File: config.mk
export PLATFORM = sky130hd
export DESIGN_NAME = hcs_hole_count_shear
export DESIGN_NICKNAME = d
export VERILOG_FILES = /design/src/common/hcs_pkg.sv /design/src/hw/hole_count_shear.sv
export SDC_FILE = /design/constraint.sdc
export NUM_CORES = 1
export LEC_CHECK = 0
export ABC_AREA = 1
export BUFFER_PORTS_ARGS = -buffer_cell sky130_fd_sc_hd__buf_2
export CAP_MARGIN = 5
export CORE_UTILIZATION = 56
export DETAILED_ROUTE_END_ITERATION = 7
export PLACE_DENSITY = 0.8
export SLEW_MARGIN = 20
export SYNTH_ARGS = -nofsm -noshare
export SYNTH_HDL_FRONTEND = slang
export SYNTH_SLANG_ARGS = --single-unit
File: constraint.sdc
create_clock -name clk_sys -period 3.6 [get_ports clk_sys]
set_clock_uncertainty 0.2 [all_clocks]
set_input_delay 0.18 -clock clk_sys [delete_from_list [all_inputs] [get_ports clk_sys]]
set_output_delay 0.18 -clock clk_sys [all_outputs]
set_load 0.1 [all_outputs]
File: src/common/hcs_pkg.sv
// Purpose: shared constants and types for the hole-count shear targeting block
// Assumes: AXI4-Lite register access, 32-bit data, byte addresses
// Notes: distances are in encoder counts after scaling
`default_nettype none
package hcs_pkg;
   localparam int DIST_W = 24;
   localparam logic [7:0] OFS_CTRL = 8'h00;
   localparam logic [7:0] OFS_SPACING = 8'h04;
   localparam logic [7:0] OFS_NOHOLE = 8'h08;
   localparam logic [7:0] OFS_DET2SHEAR = 8'h0C;
   localparam logic [7:0] OFS_ITEM = 8'h10;
   localparam logic [7:0] OFS_OFFSET = 8'h14;
   localparam logic [7:0] OFS_STATUS = 8'h18;
   localparam logic [7:0] OFS_MASK = 8'h1C;
   localparam logic [7:0] OFS_POS = 8'h20;
   localparam logic [7:0] OFS_SCALE = 8'h24;
   // ctrl fields
   localparam int CTRL_RUN = 0;
   localparam int CTRL_HOLEMODE = 1;
   localparam int CTRL_ACTHIGH = 2;
   localparam int CTRL_USE_LSB = 3;
   localparam int CTRL_USE_W = 2;
   localparam int CTRL_CLRERR = 8;
   // status bits
   localparam int ST_HOLE = 0;
   localparam int ST_FIRE = 1;
   localparam int ST_NOHOLE = 2;
   localparam int ST_W = 3;
   localparam logic [31:0] CTRL_RST = 32'h0000_0000;
   localparam logic [1:0] AXI_OKAY = 2'b00;
   localparam logic [1:0] AXI_SLVERR = 2'b10;
   localparam logic [15:0] SCALE_RST = 16'h0001;

   typedef enum logic [1:0] {
      HCS_USE_EDGE = 2'b00,
      HCS_USE_ONEHOLE = 2'b01,
      HCS_USE_COUNT = 2'b10
   } hcs_use_t;

   typedef enum logic [1:0] {
      HCS_IDLE = 2'b00,
      HCS_SEEK = 2'b01,
      HCS_TARGET = 2'b11,
      HCS_STOP = 2'b10
   } hcs_state_t;

   typedef struct packed {
      logic [31:0] addr;
      logic [31:0] data;
      logic [3:0] strb;
   } hcs_wreq_t;
endpackage
`default_nettype wire

File: src/hw/hole_count_shear.sv
// Purpose: hole-detect option logic: count holes or find an edge, target the shear
// Assumes: encoder steps arrive as a one-cycle pulse; detector input is asynchronous
// Notes: registers over AXI4-Lite; one level interrupt
//
// Summary of operation
// - detect input finds leading edge, one hole, or counts a hole series.
// - mode picks hole counting or standard programmed part length cutting.
// - polarity picks active-low or active-high detect; active-low is default.
// - after an accepted hole, ignore detects until minimum spacing travelled.
// - stop line with error when past-shear plus detector distance exceeds limit.
// - detector-to-shear distance converts detection point to shear firing point.
// - hole-mode item carries hole count and offset; cut is offset past last hole.
// - offset counts from leading edge of the last counted hole.
//
// Implementation choices: the placing of the registers and the AXI4-Lite slave port.
`timescale 1ns/1ps
`default_nettype none
module hcs_hole_count_shear
   import hcs_pkg::*;
#(
   parameter int CNT_W = 16
)(
   input wire logic clk_sys,
   input wire logic reset,
   input wire logic fiberOpticDetector,
   input wire logic encStep,
   output logic shearFire,
   output logic lineStop,
   output logic irq,
   input wire logic [31:0] s_axi_awaddr,
   input wire logic s_axi_awvalid,
   output logic s_axi_awready,
   input wire logic [31:0] s_axi_wdata,
   input wire logic [3:0] s_axi_wstrb,
   input wire logic s_axi_wvalid,
   output logic s_axi_wready,
   output logic [1:0] s_axi_bresp,
   output logic s_axi_bvalid,
   input wire logic s_axi_bready,
   input wire logic [31:0] s_axi_araddr,
   input wire logic s_axi_arvalid,
   output logic s_axi_arready,
   output logic [31:0] s_axi_rdata,
   output logic [1:0] s_axi_rresp,
   output logic s_axi_rvalid,
   input wire logic s_axi_rready
);
   // the position register shows eight bits of the hole count
   if (CNT_W < 8 || CNT_W > 32) begin : g_cnt_w_check
      $error("CNT_W out of range");
   end

   // pin idles high for the default active-low polarity: no false edge after reset
   localparam logic [2:0] SYNC_RST = 3'b011;
   // no register sits here, so a refused address falls to the default arm
   localparam logic [7:0] OFS_NONE = 8'hFF;

   typedef struct packed {
      logic [2:0] sync;
      logic [31:0] ctrl;
      logic [DIST_W-1:0] spacing;
      logic [DIST_W-1:0] noHole;
      logic [DIST_W-1:0] det2Shear;
      logic [CNT_W-1:0] holeTarget;
      logic [DIST_W-1:0] offset;
      logic [ST_W-1:0] status;
      logic [ST_W-1:0] mask;
      logic [15:0] scale;
      logic [15:0] scaleCnt;
      logic [DIST_W-1:0] travel;
      logic [DIST_W-1:0] sinceHole;
      logic [DIST_W-1:0] toFire;
      logic [CNT_W-1:0] holes;
      hcs_state_t st;
      logic fire;
      logic stop;
      logic awHave;
      logic wHave;
      logic [31:0] awAddr;
      hcs_wreq_t wr;
      logic bValid;
      logic rValid;
      logic [31:0] rData;
      logic [1:0] rResp;
      logic [1:0] bResp;
   } hcs_regs_t;

   hcs_regs_t q, d;

   function automatic logic mapped(input logic [31:0] a);
      mapped = (a[7:0] <= OFS_SCALE) && (a[1:0] == 2'b00) && (a[31:8] == 24'h00_0000);
   endfunction

   function automatic logic [31:0] merge(input logic [31:0] old, input logic [31:0] nw,
                                          input logic [3:0] strb);
      for (int i = 0; i < 4; i++) begin
         merge[i*8 +: 8] = strb[i] ? nw[i*8 +: 8] : old[i*8 +: 8];
      end
   endfunction

   logic detRaw, detLevel, detRise, unitStep, doWrite, doRead, inSpacing;
   logic [31:0] wv;
   logic [ST_W-1:0] evt;
   hcs_use_t useSel;

   assign detRaw = q.sync[1];
   // active-low default: hole is seen when the input is pulled to common
   assign detLevel = q.ctrl[CTRL_ACTHIGH] ? detRaw : ~detRaw;
   assign detRise = detLevel & ~q.sync[2];
   assign useSel = hcs_use_t'(q.ctrl[CTRL_USE_LSB +: CTRL_USE_W]);
   // unit step only after the scale divider: distances are in length units
   assign unitStep = encStep && (q.scaleCnt + 16'h0001 >= q.scale);
   assign inSpacing = q.sinceHole < q.spacing;

   always_comb begin
      d = q;
      evt = '0;
      wv = '0;
      d.sync = {detLevel, q.sync[0], fiberOpticDetector};
      d.fire = 1'b0;
      // scale counter
      if (encStep) begin
         d.scaleCnt = unitStep ? 16'h0000 : q.scaleCnt + 16'h0001;
      end
      if (unitStep && q.st != HCS_IDLE) begin
         d.travel = q.travel + DIST_W'(1);
         if (inSpacing) d.sinceHole = q.sinceHole + DIST_W'(1);
      end
      unique case (q.st)
         HCS_IDLE: begin
            if (q.ctrl[CTRL_RUN] && !q.stop) begin
               d.st = HCS_SEEK;
               d.holes = '0;
               d.travel = '0;
               d.sinceHole = q.spacing;
            end
         end
         HCS_SEEK: begin
            if (!q.ctrl[CTRL_RUN]) begin
               d.st = HCS_IDLE;
            end else if (!q.ctrl[CTRL_HOLEMODE]) begin
               // standard: cut at programmed part length after the start
               if (q.travel >= q.offset) begin
                  d.fire = 1'b1;
                  d.travel = '0;
                  evt[ST_FIRE] = 1'b1;
               end
            end else if (detRise && !inSpacing) begin
               evt[ST_HOLE] = 1'b1;
               d.sinceHole = '0;
               d.holes = q.holes + CNT_W'(1);
               // edge and single hole need one event; count needs the full series
               if (useSel != HCS_USE_COUNT ||
                   q.holes + CNT_W'(1) >= q.holeTarget) begin
                  d.st = HCS_TARGET;
                  // leading edge of the hole is now at the detector
                  d.toFire = q.det2Shear + q.offset;
               end
            end else if (q.travel + q.det2Shear > q.noHole) begin
               d.st = HCS_STOP;
               d.stop = 1'b1;
               evt[ST_NOHOLE] = 1'b1;
            end
         end
         HCS_TARGET: begin
            if (unitStep) d.toFire = q.toFire - DIST_W'(1);
            if (q.toFire == '0) begin
               d.fire = 1'b1;
               evt[ST_FIRE] = 1'b1;
               d.st = HCS_SEEK;
               d.holes = '0;
               d.travel = '0;
            end
         end
         HCS_STOP: begin
            if (q.ctrl[CTRL_CLRERR]) begin
               d.stop = 1'b0;
               d.st = HCS_IDLE;
            end
         end
      endcase
      d.ctrl[CTRL_CLRERR] = 1'b0;

      // AXI4-Lite write path
      if (s_axi_awvalid && !q.awHave) begin
         d.awHave = 1'b1;
         d.awAddr = s_axi_awaddr;
      end
      if (s_axi_wvalid && !q.wHave) begin
         d.wHave = 1'b1;
         d.wr.data = s_axi_wdata;
         d.wr.strb = s_axi_wstrb;
      end
      doWrite = q.awHave && q.wHave && !q.bValid;
      if (doWrite) begin
         d.awHave = 1'b0;
         d.wHave = 1'b0;
         d.bValid = 1'b1;
         d.bResp = mapped(q.awAddr) ? AXI_OKAY : AXI_SLVERR;
         unique case (mapped(q.awAddr) ? q.awAddr[7:0] : OFS_NONE)
            OFS_CTRL: d.ctrl = merge(q.ctrl, q.wr.data, q.wr.strb);
            OFS_SPACING: begin
               wv = merge(32'(q.spacing), q.wr.data, q.wr.strb);
               d.spacing = wv[DIST_W-1:0];
            end
            OFS_NOHOLE: begin
               wv = merge(32'(q.noHole), q.wr.data, q.wr.strb);
               d.noHole = wv[DIST_W-1:0];
            end
            OFS_DET2SHEAR: begin
               wv = merge(32'(q.det2Shear), q.wr.data, q.wr.strb);
               d.det2Shear = wv[DIST_W-1:0];
            end
            OFS_ITEM: begin
               wv = merge(32'(q.holeTarget), q.wr.data, q.wr.strb);
               d.holeTarget = wv[CNT_W-1:0];
            end
            OFS_OFFSET: begin
               wv = merge(32'(q.offset), q.wr.data, q.wr.strb);
               d.offset = wv[DIST_W-1:0];
            end
            OFS_STATUS: d.status = q.status & ~q.wr.data[ST_W-1:0];
            OFS_MASK: d.mask = q.wr.data[ST_W-1:0];
            OFS_SCALE: begin
               wv = merge(32'(q.scale), q.wr.data, q.wr.strb);
               d.scale = wv[15:0];
            end
            default: ;
         endcase
      end
      // set wins over a same-cycle clear
      d.status = d.status | evt;
      if (q.bValid && s_axi_bready) d.bValid = 1'b0;

      // read path
      doRead = s_axi_arvalid && !q.rValid;
      if (doRead) begin
         d.rValid = 1'b1;
         d.rResp = mapped(s_axi_araddr) ? AXI_OKAY : AXI_SLVERR;
         unique case (mapped(s_axi_araddr) ? s_axi_araddr[7:0] : OFS_NONE)
            OFS_CTRL: d.rData = q.ctrl;
            OFS_SPACING: d.rData = 32'(q.spacing);
            OFS_NOHOLE: d.rData = 32'(q.noHole);
            OFS_DET2SHEAR: d.rData = 32'(q.det2Shear);
            OFS_ITEM: d.rData = 32'(q.holeTarget);
            OFS_OFFSET: d.rData = 32'(q.offset);
            OFS_STATUS: d.rData = 32'(q.status);
            OFS_MASK: d.rData = 32'(q.mask);
            OFS_POS: d.rData = {6'h00, q.st, q.holes[7:0], 16'(q.travel)};
            OFS_SCALE: d.rData = 32'(q.scale);
            default: d.rData = 32'h0000_0000;
         endcase
      end else if (q.rValid && s_axi_rready) begin
         d.rValid = 1'b0;
      end
   end

   always_ff @(posedge clk_sys) begin
      if (reset) begin
         q <= '0;
         q.ctrl <= CTRL_RST;
         q.sync <= SYNC_RST;
         q.scale <= SCALE_RST;
         q.st <= HCS_IDLE;
      end else begin
         q <= d;
      end
   end

   assign shearFire = q.fire;
   assign lineStop = q.stop;
   assign irq = |(q.status & q.mask);
   assign s_axi_awready = !q.awHave;
   assign s_axi_wready = !q.wHave;
   assign s_axi_bvalid = q.bValid;
   assign s_axi_bresp = q.bResp;
   assign s_axi_arready = !q.rValid;
   assign s_axi_rvalid = q.rValid;
   assign s_axi_rdata = q.rData;
   assign s_axi_rresp = q.rResp;

   // checks
   spacing_block_a: assert property (@(posedge clk_sys) disable iff (reset)
      (q.st == HCS_SEEK && q.ctrl[CTRL_HOLEMODE] && inSpacing)
         |=> q.holes == $past(q.holes))
      else $error("hole accepted inside spacing");
   nohole_stop_a: assert property (@(posedge clk_sys) disable iff (reset)
      (q.st == HCS_SEEK && q.ctrl[CTRL_RUN] && q.ctrl[CTRL_HOLEMODE] && !detRise
       && q.travel + q.det2Shear > q.noHole) |=> lineStop && q.status[ST_NOHOLE])
      else $error("no-hole limit did not stop line");
   target_load_a: assert property (@(posedge clk_sys) disable iff (reset)
      $rose(q.st == HCS_TARGET) |-> q.toFire == $past(q.det2Shear) + $past(q.offset))
      else $error("firing distance wrong");
   fire_zero_a: assert property (@(posedge clk_sys) disable iff (reset)
      (q.st == HCS_TARGET && q.toFire == '0) |=> shearFire)
      else $error("shear not fired at target");
   fire_pulse_a: assert property (@(posedge clk_sys) disable iff (reset)
      shearFire |=> !shearFire) else $error("fire longer than one cycle");
   count_series_a: assert property (@(posedge clk_sys) disable iff (reset)
      (q.st == HCS_SEEK && $past(q.st) == HCS_SEEK && useSel == HCS_USE_COUNT
       && q.holes < q.holeTarget) |=> (q.st != HCS_TARGET
       || $past(q.holes) + CNT_W'(1) >= $past(q.holeTarget)))
      else $error("target before hole count reached");
   std_mode_a: assert property (@(posedge clk_sys) disable iff (reset)
      (!q.ctrl[CTRL_HOLEMODE] && q.st == HCS_SEEK && q.ctrl[CTRL_RUN])
         |=> q.st != HCS_TARGET) else $error("target in standard mode");
   polarity_a: assert property (@(posedge clk_sys) disable iff (reset)
      (q.st == HCS_SEEK && q.ctrl[CTRL_RUN] && q.ctrl[CTRL_HOLEMODE] && !inSpacing
       && $changed(q.sync[1]) && q.sync[1] == q.ctrl[CTRL_ACTHIGH]
       && $stable(q.ctrl[CTRL_ACTHIGH])) |=> q.status[ST_HOLE])
      else $error("detect at active level not taken");
   travel_step_a: assert property (@(posedge clk_sys) disable iff (reset)
      (q.st == HCS_SEEK && $past(q.st) == HCS_SEEK && !$past(unitStep)
       && !$past(q.fire) && !q.fire) |-> q.travel == $past(q.travel))
      else $error("travel moved without a unit step");
endmodule
`default_nettype wire

# After elaboration in Yosys (flattened, before gate mapping)
# Cells that the tools add are included.
dict set report word_totals {
  in_bits 109
  wordCells 220
  output_inout_bits 44
  reg_bits 385
}
dict set report op_classes {
  n_eq_ne 34
  reduce_logical 64
  addsub 7
  mux 57
  magnitude_cmp 7
  n_bitwise 9
}
# operator n
set ops {}
lappend ops {{32-bit one-hot mux with 10 select lines} 1}
lappend ops {{24-bit 2-to-1 mux} 6}
lappend ops {{48-bit 2-to-1 mux} 2}
lappend ops {{24-bit one-hot mux with 2 select lines} 2}
lappend ops {{88-bit 2-to-1 mux} 1}
lappend ops {{24-bit zero test} 3}
lappend ops {{24-bit one-hot mux with 3 select lines} 1}
lappend ops {{66-bit 2-to-1 mux} 1}
lappend ops {{8-bit by 5-bit equality test with 1-bit output (second input constant)} 8}
lappend ops {{64-bit 2-to-1 mux} 1}
lappend ops {{3-bit AND reduction} 20}
lappend ops {{24-bit by 1-bit adder with 24-bit output (second input constant)} 2}
lappend ops {{24-bit adder} 2}
lappend ops {{16-bit one-hot mux with 3 select lines} 1}
lappend ops {{16-bit by 1-bit adder with 16-bit output (second input constant)} 2}
lappend ops {{8-bit by 4-bit equality test with 1-bit output (second input constant)} 4}
lappend ops {{16-bit greater-or-equal comparator} 2}
lappend ops {{16-bit 2-to-1 mux} 2}
lappend ops {{8-bit 2-to-1 mux} 4}
lappend ops {{8-bit by 6-bit equality test with 1-bit output (second input constant)} 3}
lappend ops {{24-bit greater-or-equal comparator} 1}
lappend ops {{24-bit greater-than comparator} 1}
lappend ops {{24-bit less-than comparator} 1}
lappend ops {{6-bit AND reduction} 4}
lappend ops {{other kinds (31)} 103}

# Longest topological paths before layout
# Gate-level depths: netlist of the first run.
dict set report logic_depth {
  ltp_word 9
  ltp_mapped 26
  ltp_nobuf 26
}

# Worst setup path after synthesis of the first run
# OpenSTA, ideal clock, no wires.
dict set report synth_timing {
  path_kind {register -> register}
  start {register q[208] (netlist name)}
  end {register q[142] (netlist name)}
  setup_ns 0.113
  stages_incl_launch_ff 25
  slack_ns 0.042
  period_less_slack_ns 3.558
  arrival_time_ns 3.245
  n_path_buf 0
  t_required_ns 3.287
  path_cell_list {dfxtp_1 -> ha_1 -> inv_1 -> fa_1 -> o21ai_0 -> a31o_2 -> a21oi_1 -> o21bai_1 -> nand2_1 -> nand2_1 -> xor2_1 -> ha_1 -> nand2_1 -> nor2_1 -> nand4_1 -> nor2_1 -> nand4_1 -> nand2_1 -> nand2_1 -> nor2_1 -> nor2_1 -> nand2_1 -> nand2_1 -> nand2_1 -> nor2_1}
}
dict set report synth_via {
  elab_chain_len 4
}
# item line
set synth_lines {}
lappend synth_lines {{start: declaration} hole_count_shear.sv:88} ;# hcs_regs_t q, d;
lappend synth_lines {{24-bit adder} hole_count_shear.sv:159} ;# end else if (q.travel + q.det2Shear > q.noHole) begin
lappend synth_lines {{24-bit greater-than comparator} hole_count_shear.sv:159}
lappend synth_lines {{4-bit != test (no line)} --}
lappend synth_lines {{6-bit AND reduction (no line)} --}
# No other way between the ends.
# A chain may end at the register's enable or synchronous reset.

# Worst setup path in the final report of the first run
dict set report layout_timing {
  start {register q[233] (netlist name)}
  end {register q[203] (netlist name)}
}
dict set report layout_via {
  elab_chain_len 9
  elab_cells_between_ends 10
  cone_classes {1 x add/sub; 1 x order compare; 6 x mux; 2 x reduce/logical}
}
# item line
set layout_lines {}
lappend layout_lines {{16-bit by 1-bit adder with 16-bit output (*)} hole_count_shear.sv:112} ;# assign unitStep = encStep && (q.scaleCnt + 16'h0001 >= q.scale);
lappend layout_lines {{16-bit greater-or-equal comparator (*)} hole_count_shear.sv:112}
lappend layout_lines {{1-bit logical AND (*)} hole_count_shear.sv:112}
lappend layout_lines {{1-bit logical AND (*)} hole_count_shear.sv:125} ;# if (unitStep && q.st != HCS_IDLE) begin
lappend layout_lines {{48-bit 2-to-1 mux (*)} hole_count_shear.sv:125}
lappend layout_lines {{64-bit 2-to-1 mux} hole_count_shear.sv:148} ;# end else if (detRise && !inSpacing) begin
lappend layout_lines {{66-bit 2-to-1 mux} hole_count_shear.sv:141} ;# end else if (!q.ctrl[CTRL_HOLEMODE]) begin
lappend layout_lines {{88-bit 2-to-1 mux} hole_count_shear.sv:139} ;# if (!q.ctrl[CTRL_RUN]) begin
lappend layout_lines {{24-bit one-hot mux with 2 select lines (*)} hole_count_shear.sv:129} ;# unique case (q.st)
# Mark *: on every way between the ends. The rest lies on a longest branch, timed or not. The select of a mux whose other input is x is not followed.

==> impl_metrics.csv, run 1 <==
group,metric,value,unit
power_and_ir_drop,ir_drop,417.1,uV
timing,tightest_slew,1.049,ns
layout,area_growth,21.46,%
floorplanning,fp.dieW,204.6,um
yosys,async_flop_share,0,%
clocking,ctsRootBufferMaster,"clkbuf_16",
placed_design,gp_congestion,1.025,
setup_path,start_kind,"flop",
power_and_ir_drop,p_leak,12.05,nW
timing,slew_headroom,30.10,%
layout,drive_gt1_share,14.74,%
floorplanning,dieArea,41850,um^2
setup_path,critPathTopFamily,"simple AND/OR/NAND/NOR gates",
yosys,yosysWarnings,0,
route,drtIter0Drc,2665,
floorplanning,die_y,204.6,um
timing,fin_crit,3.595,ns
yosys,synth_ff_type,"dfxtp_1",
clocking,clkSinkCount,383,
setup_path,crit_path_top_delay_cell,"dfxtp_2",
route,drc_errors,0,
worst_hold_path,whs_endpoint,"s_axi_rdata[26]",
yosys,ys_types,48,
run,drv_cap,0,
setup_path,critPathKind,"flop to flop",
route,routedWlPerCell,19.35,um
clocking,clkTransAtPathRegs,0.06,ns
worst_hold_path,whs_path_depth,6,
setup_path,r2r_cells,20,
power_and_ir_drop,powerDensity,436.2,nW/um^2
timing,rsz0062_at_grt,"yes",
placed_design,io_buffers,150,
global_routing,grt_max_degree,90,
timing,finalSetupViolCount,0,
route,routed_wirelength,82.36,mm
route,vias,24760,
timing,max_freq,278.1,MHz
global_routing,grt_usage,37.64,%
layout,finalNetCount,3967,
worst_hold_path,holdCritStartpoint,"s_axi_araddr[2]",
timing,hold_violations,0,
global_routing,antenna_found_initial,0,
setup_path,crit_top_cell,"nand2_2",
yosys,postSynthAreaPerCell,6.696,um^2
route,first_pass_iters,6,
setup_path,cp.arrival,3.83,ns
clocking,htree_num_levels,2,
floorplanning,initial_core_util,57.31,%
yosys,ys_seq_area_share,33.36,%
floorplanning,ioPinCount,153,
global_routing,grt_pass1_vias,22240,
clocking,cts_tree,"yes",
setup_path,crit_buf_inv,3,
route,detail_route.vias_per_cell,5.818,
setup_path,cp_max_fo,7,
timing,slew_viol_final,0,
power_and_ir_drop,total_power,12.18,mW
layout,n_antenna_cell,0,
timing,tns,0,ns
yosys,syn_area,22980,um^2
route,postRouteAntennaNets,0,
worst_hold_path,hold_class,"primary input to flop",
setup_path,crit_chain,"ha_4 -> nand3_4 -> nor2_4 -> nand2_2 -> nor3_4 -> nand3_2 -> nor2_2 -> nand4_1 -> xnor2_1 -> ha_1 -> nand2_2 -> o21ai_2 -> a21oi_2 -> nand2_2 -> nand3_4 -> clkinvlp_4 -> buf_6 -> clkbuf_16 -> o211ai_1 -> a21oi_1",
setup_path,worstReg2RegEnd,"q[203]",
floorplanning,core_area,40100,um^2
yosys,synth-edff-count,0,
placed_design,place_ws,-0.1511,ns
timing,min_period_over_period,99.87,%
layout,fin_area,27910,um^2
clocking,clkLatencyLatePin,0.61,ns
floorplanning,core.rowCount,73,
global_routing,grt_pass1_wl,122.3,mm
clocking,cts-buffers-inserted,43,
clocking,clockBufferDepth,3,
timing,final.setup.worst_slack,0.004676,ns
yosys,ys_ff_latch,383,
setup_path,critical_path.max_stage_delay,0.35,ns
outcome,outcome,"complete, no violations",
yosys,syn-instance-count,3432,
placed_design,hpwl,57.08,mm
setup_path,reg2reg_slack,0.005,ns
global_routing,grt_overflow,0,
layout,layout_common_cells,"nand2_1 (738), nor2_1 (430), dfxtp_1 (374)",
setup_path,r2r-start,"q[233]",
layout,final_common_cell,"nand2_1",
setup_path,critPathCaptureType,"flop",
setup_path,required,3.84,ns
placed_design,place_area,24530,um^2
## worst register-to-register path: cells and delay by family (launching register included)
family	cells	cell delay [ns]
AO/OA/AOI/OAI	4	0.44
adder cells (fa/ha/maj)	2	0.43
AND/OR/NAND/NOR	10	1.19
buffers and inverters	3	0.57
flip-flops	1	0.35
XOR/XNOR	1	0.24
## layout make-up
class	count	area, um^2
clock inverter	16	255.2
timing repair buffer	373	2825
sequential	383	7679
fill	3202	12180
multi-input combinational	2555	13960
clock buffer	59	1206
timing repair inverter	1	16.27
tap	525	656.9
inverter	344	1310
## kinds of logic (layout without fill, tap and decap cells)
logic type | Yosys count | count (layout) | share of synthesized area (%)
and+or+nand+nor | 1521 | 1521 | 27.64
AOI/OAI and AO/OA | 776 | 776 | 17.49
buffers and inverters | 495 | 793 | 9.103
DFF | 383 | 383 | 33.36
adders and majority gates | 157 | 157 | 8.613
xor gates and xnor gates | 98 | 98 | 3.735
other | 1 | 2 | 0.01632
muxes | 1 | 1 | 0.04356
## where the power goes
part | internal (mW) | total, mW | leakage, nW | switching, mW
registers | 4.40 | 4.65 | 3.11 | 0.255
clock network | 2.72 | 4.62 | 0.712 | 1.91
logic | 1.04 | 2.90 | 8.23 | 1.86
## sequential cells by signal (all words and copies together) (netlist names)
name and cells:
s_axi_bresp 1, lineStop 1, s_axi_rdata 32, s_axi_rvalid 1
shearFire 1, s_axi_bvalid 1, d 1, q 343
s_axi_rresp 1, detRaw 1
## metrics by stage
| step | utilization [%] | hold slack, ns | instances |
|---|---|---|---|
| floorplan | - | 0.07916 | 3433 |
| global placement | 61.19 | 0.1626 | 4078 |
| detailed placement | 61.19 | 0.1715 | 4078 |
| CTS | 67.06 | 0.01530 | 4237 |
| global route | 69.61 | 0.09151 | 4256 |
| finish | 69.61 | 0.03343 | 4256 |
## per-layer routing
| layer | GRT usage, % | part of all wire (%) | routed length [um] |
|---|---|---|---|
| met2 | 57.32 | 43 | 35640 |
| met1 | 48.93 | 39 | 32450 |
| met3 | 7.986 | 11 | 8737 |
| met4 | 22.12 | 6.7 | 5528 |
| met5 | 0 | 0 | 0 |
## Yosys cell counts, drive strengths merged (2+ instances only)
cell type | n | area, um^2
o22ai | 7 | 43.79
o211ai | 9 | 67.56
nor2 | 473 | 1891
a21o | 10 | 75.07
dfxtp | 383 | 7667
o21ai | 330 | 1659
nor4 | 18 | 112.6
buf | 81 | 538.0
xor2 | 69 | 604.3
xnor2 | 29 | 254.0
nand2 | 771 | 2917
a21boi | 5 | 37.54
clkbuf | 70 | 262.8
clkinv | 4 | 15.01
fa | 2 | 40.04
nor3 | 52 | 260.3
o21a | 7 | 52.55
inv | 340 | 1276
nand3 | 139 | 733.2
o21bai | 5 | 37.54
nand3b | 9 | 67.56
or2 | 11 | 68.82
a21oi | 393 | 1967
a211oi | 2 | 15.01
nand4 | 46 | 287.8
ha | 155 | 1939
a31oi | 3 | 18.77
## repair_timing
| item | in CTS | in global routing |
|---|---|---|
| resized for setup | 19 | 215 |
| hold buffers | 78 | 0 |
| gates cloned | 0 | 6 |
| setup endpoints to repair | 38 | 82 |
| pin swaps | 10 | 61 |
| buffers inserted | 6 | 14 |
| endpoints found under the hold margin | 115 | 0 |
## worst max-delay path by stage
stage,slack (ns),startpoint,to,depth (start not counted)
final,0.005,q[233],q[203],20
after global routing,-0.16,q[208],q[142],26
after CTS,0.002,q[144],q[177],20
after detailed placement,-0.15,q[208],q[143],25
after global placement,-0.03,q[208],q[143],25
after floorplan,0.04,q[208],q[142],24
Note: power is estimated with default switching activity, not from simulation.
==> run 2, diff against run 1 <==
clock period = 3.15 ns   (was 3.6 ns; I/O delays follow)
==> run 2 against run 1 <==
The run now ends with negative setup slack left. Sequential power is 14% higher. Clock power is 14% higher. Critical endpoint is now q[186]. Critical path depth is 2 higher. Setup slack worse by 0.50 ns.
==> impl_metrics.csv, run 2 (synthesis gave the netlist of run 1 again) <==
group,metric,value,unit
placed_design,place_area,25490,um^2
outcome,violations,"negative setup slack",
layout,layout_common_cells,"nand2_1 (731), nor2_1 (424), dfxtp_1 (375)",
setup_path,start_kind,"flop",
setup_path,required,3.46,ns
floorplanning,core.rowCount,73,
timing,slew_headroom,44.17,%
floorplanning,die_y,204.6,um
worst_hold_path,whs_path_depth,6,
route,postRouteAntennaNets,0,
global_routing,grt_overflow,0,
clocking,clkTransAtPathRegs,0.06,ns
layout,drive_gt1_share,17.46,%
route,routedWlPerCell,19.58,um
timing,rsz0062_at_grt,"yes",
floorplanning,fp.dieW,204.6,um
layout,fillerInstances,3042,
route,detail_route.vias_per_cell,5.859,
placed_design,io_buffers,150,
setup_path,r2r_cells,22,
layout,fin_area,28930,um^2
power_and_ir_drop,p_leak,12.71,nW
layout,largest_register,"q",
run,drv_cap,0,
timing,tightest_slew,0.8374,ns
timing,max_freq,274.1,MHz
power_and_ir_drop,ir_drop,475.1,uV
layout,final_common_cell,"nand2_1",
timing,hold_violations,0,
power_and_ir_drop,powerDensity,479.6,nW/um^2
outcome,outcome,"finished, violations left",
placed_design,gp_congestion,1.016,
timing,final.setup.worst_slack,-0.4988,ns
setup_path,cp.arrival,3.96,ns
clocking,cts-buffers-inserted,44,
layout,finalNetCount,4083,
clocking,htree_num_levels,2,
timing,finalSetupViolCount,92,
worst_hold_path,hold_class,"primary input to flop",
layout,area_growth,25.88,%
layout,fin_util,72.15,%
route,drtIter0Drc,2866,
setup_path,critPathCaptureType,"flop",
power_and_ir_drop,total_power,13.88,mW
floorplanning,initial_core_util,57.31,%
global_routing,grt_usage,39.74,%
placed_design,hpwl,58.15,mm
floorplanning,core_area,40100,um^2
global_routing,grt_pass1_vias,23820,
timing,slew_viol_final,0,
timing,fin_crit,3.649,ns
route,routed_wirelength,85.65,mm
timing,timing.hold.ws,0.07959,ns
floorplanning,dieArea,41850,um^2
route,first_pass_iters,6,
setup_path,cp_max_fo,8,
clocking,ctsRootBufferMaster,"clkbuf_16",
clocking,clkLatencyLatePin,0.59,ns
route,drc_errors,0,
global_routing,antenna_found_initial,3,
clocking,clockBufferDepth,3,
setup_path,critPathKind,"flop to flop",
global_routing,grt_max_degree,74,
timing,min_period_over_period,115.8,%
clocking,clkSinkCount,383,
global_routing,grt_pass1_wl,129.0,mm
floorplanning,ioPinCount,153,
route,vias,25630,
clocking,cts_tree,"yes",
layout,largest_reg_flops,343,
-- run 2: repair_timing --
| action | in CTS | in global routing |
|---|---|---|
| setup buffers | 10 | 10 |
| pin swaps | 22 | 68 |
| endpoints found under the hold margin | 107 | 0 |
| cloned | 2 | 4 |
| setup endpoints to repair | 91 | 100 |
| gates resized for setup | 81 | 144 |
| hold buffers | 89 | 0 |
-- run 2: worst max-delay path, cell delays in order (launching register included) --
cell and delay, ns:
dfxtp_4 0.35, ha_4 0.15, nand3_4 0.09, nor2_4 0.09, nand2_2 0.08, nor3_4 0.22
nand3_2 0.15, nor2_4 0.15, nand4_1 0.16, xnor2_2 0.19, ha_1 0.29, nand2_2 0.08
nor3_2 0.19, nand2_1 0.11, nand2_4 0.12, nand3_4 0.10, buf_8 0.17, nor2_4 0.16
clkbuf_16 0.19, nand2_1 0.05, nand2_1 0.06, nand3_1 0.07, a21oi_1 0.15
-- run 2: layout make-up --
type                       instances  area, um^2  area share, %
timing repair buffer             488        3747          12.95
inverter                         344        1308          4.520
antenna                            2       5.005        0.01730
sequential                       383        7682          26.56
timing repair inverter             1       16.27        0.05623
multi-input combinational       2555       14060          48.60
tap                              525       656.9          2.271
clock buffer                      63        1284          4.438
clock inverter                    14       170.2         0.5882
-- run 2: final timing paths --
kind                        start         endpoint  slack (ns)
setup / recovery           q[232]           q[186]       -0.50
hold reg to reg            d[415]           detRaw        0.25
setup reg to reg           q[232]           q[186]       -0.50
hold / removal    s_axi_araddr[2]  s_axi_rdata[26]        0.08
-- run 2: metal layers --
metal / share of wire [%] / GRT usage (%)
met5: 0.012 / 0
met4: 7.3 / 26.60
met3: 11 / 7.922
met2: 44 / 61.66
met1: 38 / 49.82
-- run 2: per-stage QoR --
step	cells	setup TNS [ns]	setup slack [ns]
after CTS	4361	-17.18	-0.3310
after floorplan	3433	-0.3023	-0.09903
final	4375	-32.24	-0.4988
after global placement	4184	-15.95	-0.3817
after detailed placement	4184	-23.60	-0.4387
after global routing	4373	-48.63	-0.7146
-- run 2: where the power goes --
part           switching [mW]  internal, mW  total [mW]
registers               0.284          5.03        5.31
clock network            2.19          3.08        5.28
logic                    2.07          1.22        3.29
total                    4.55          9.32        13.9
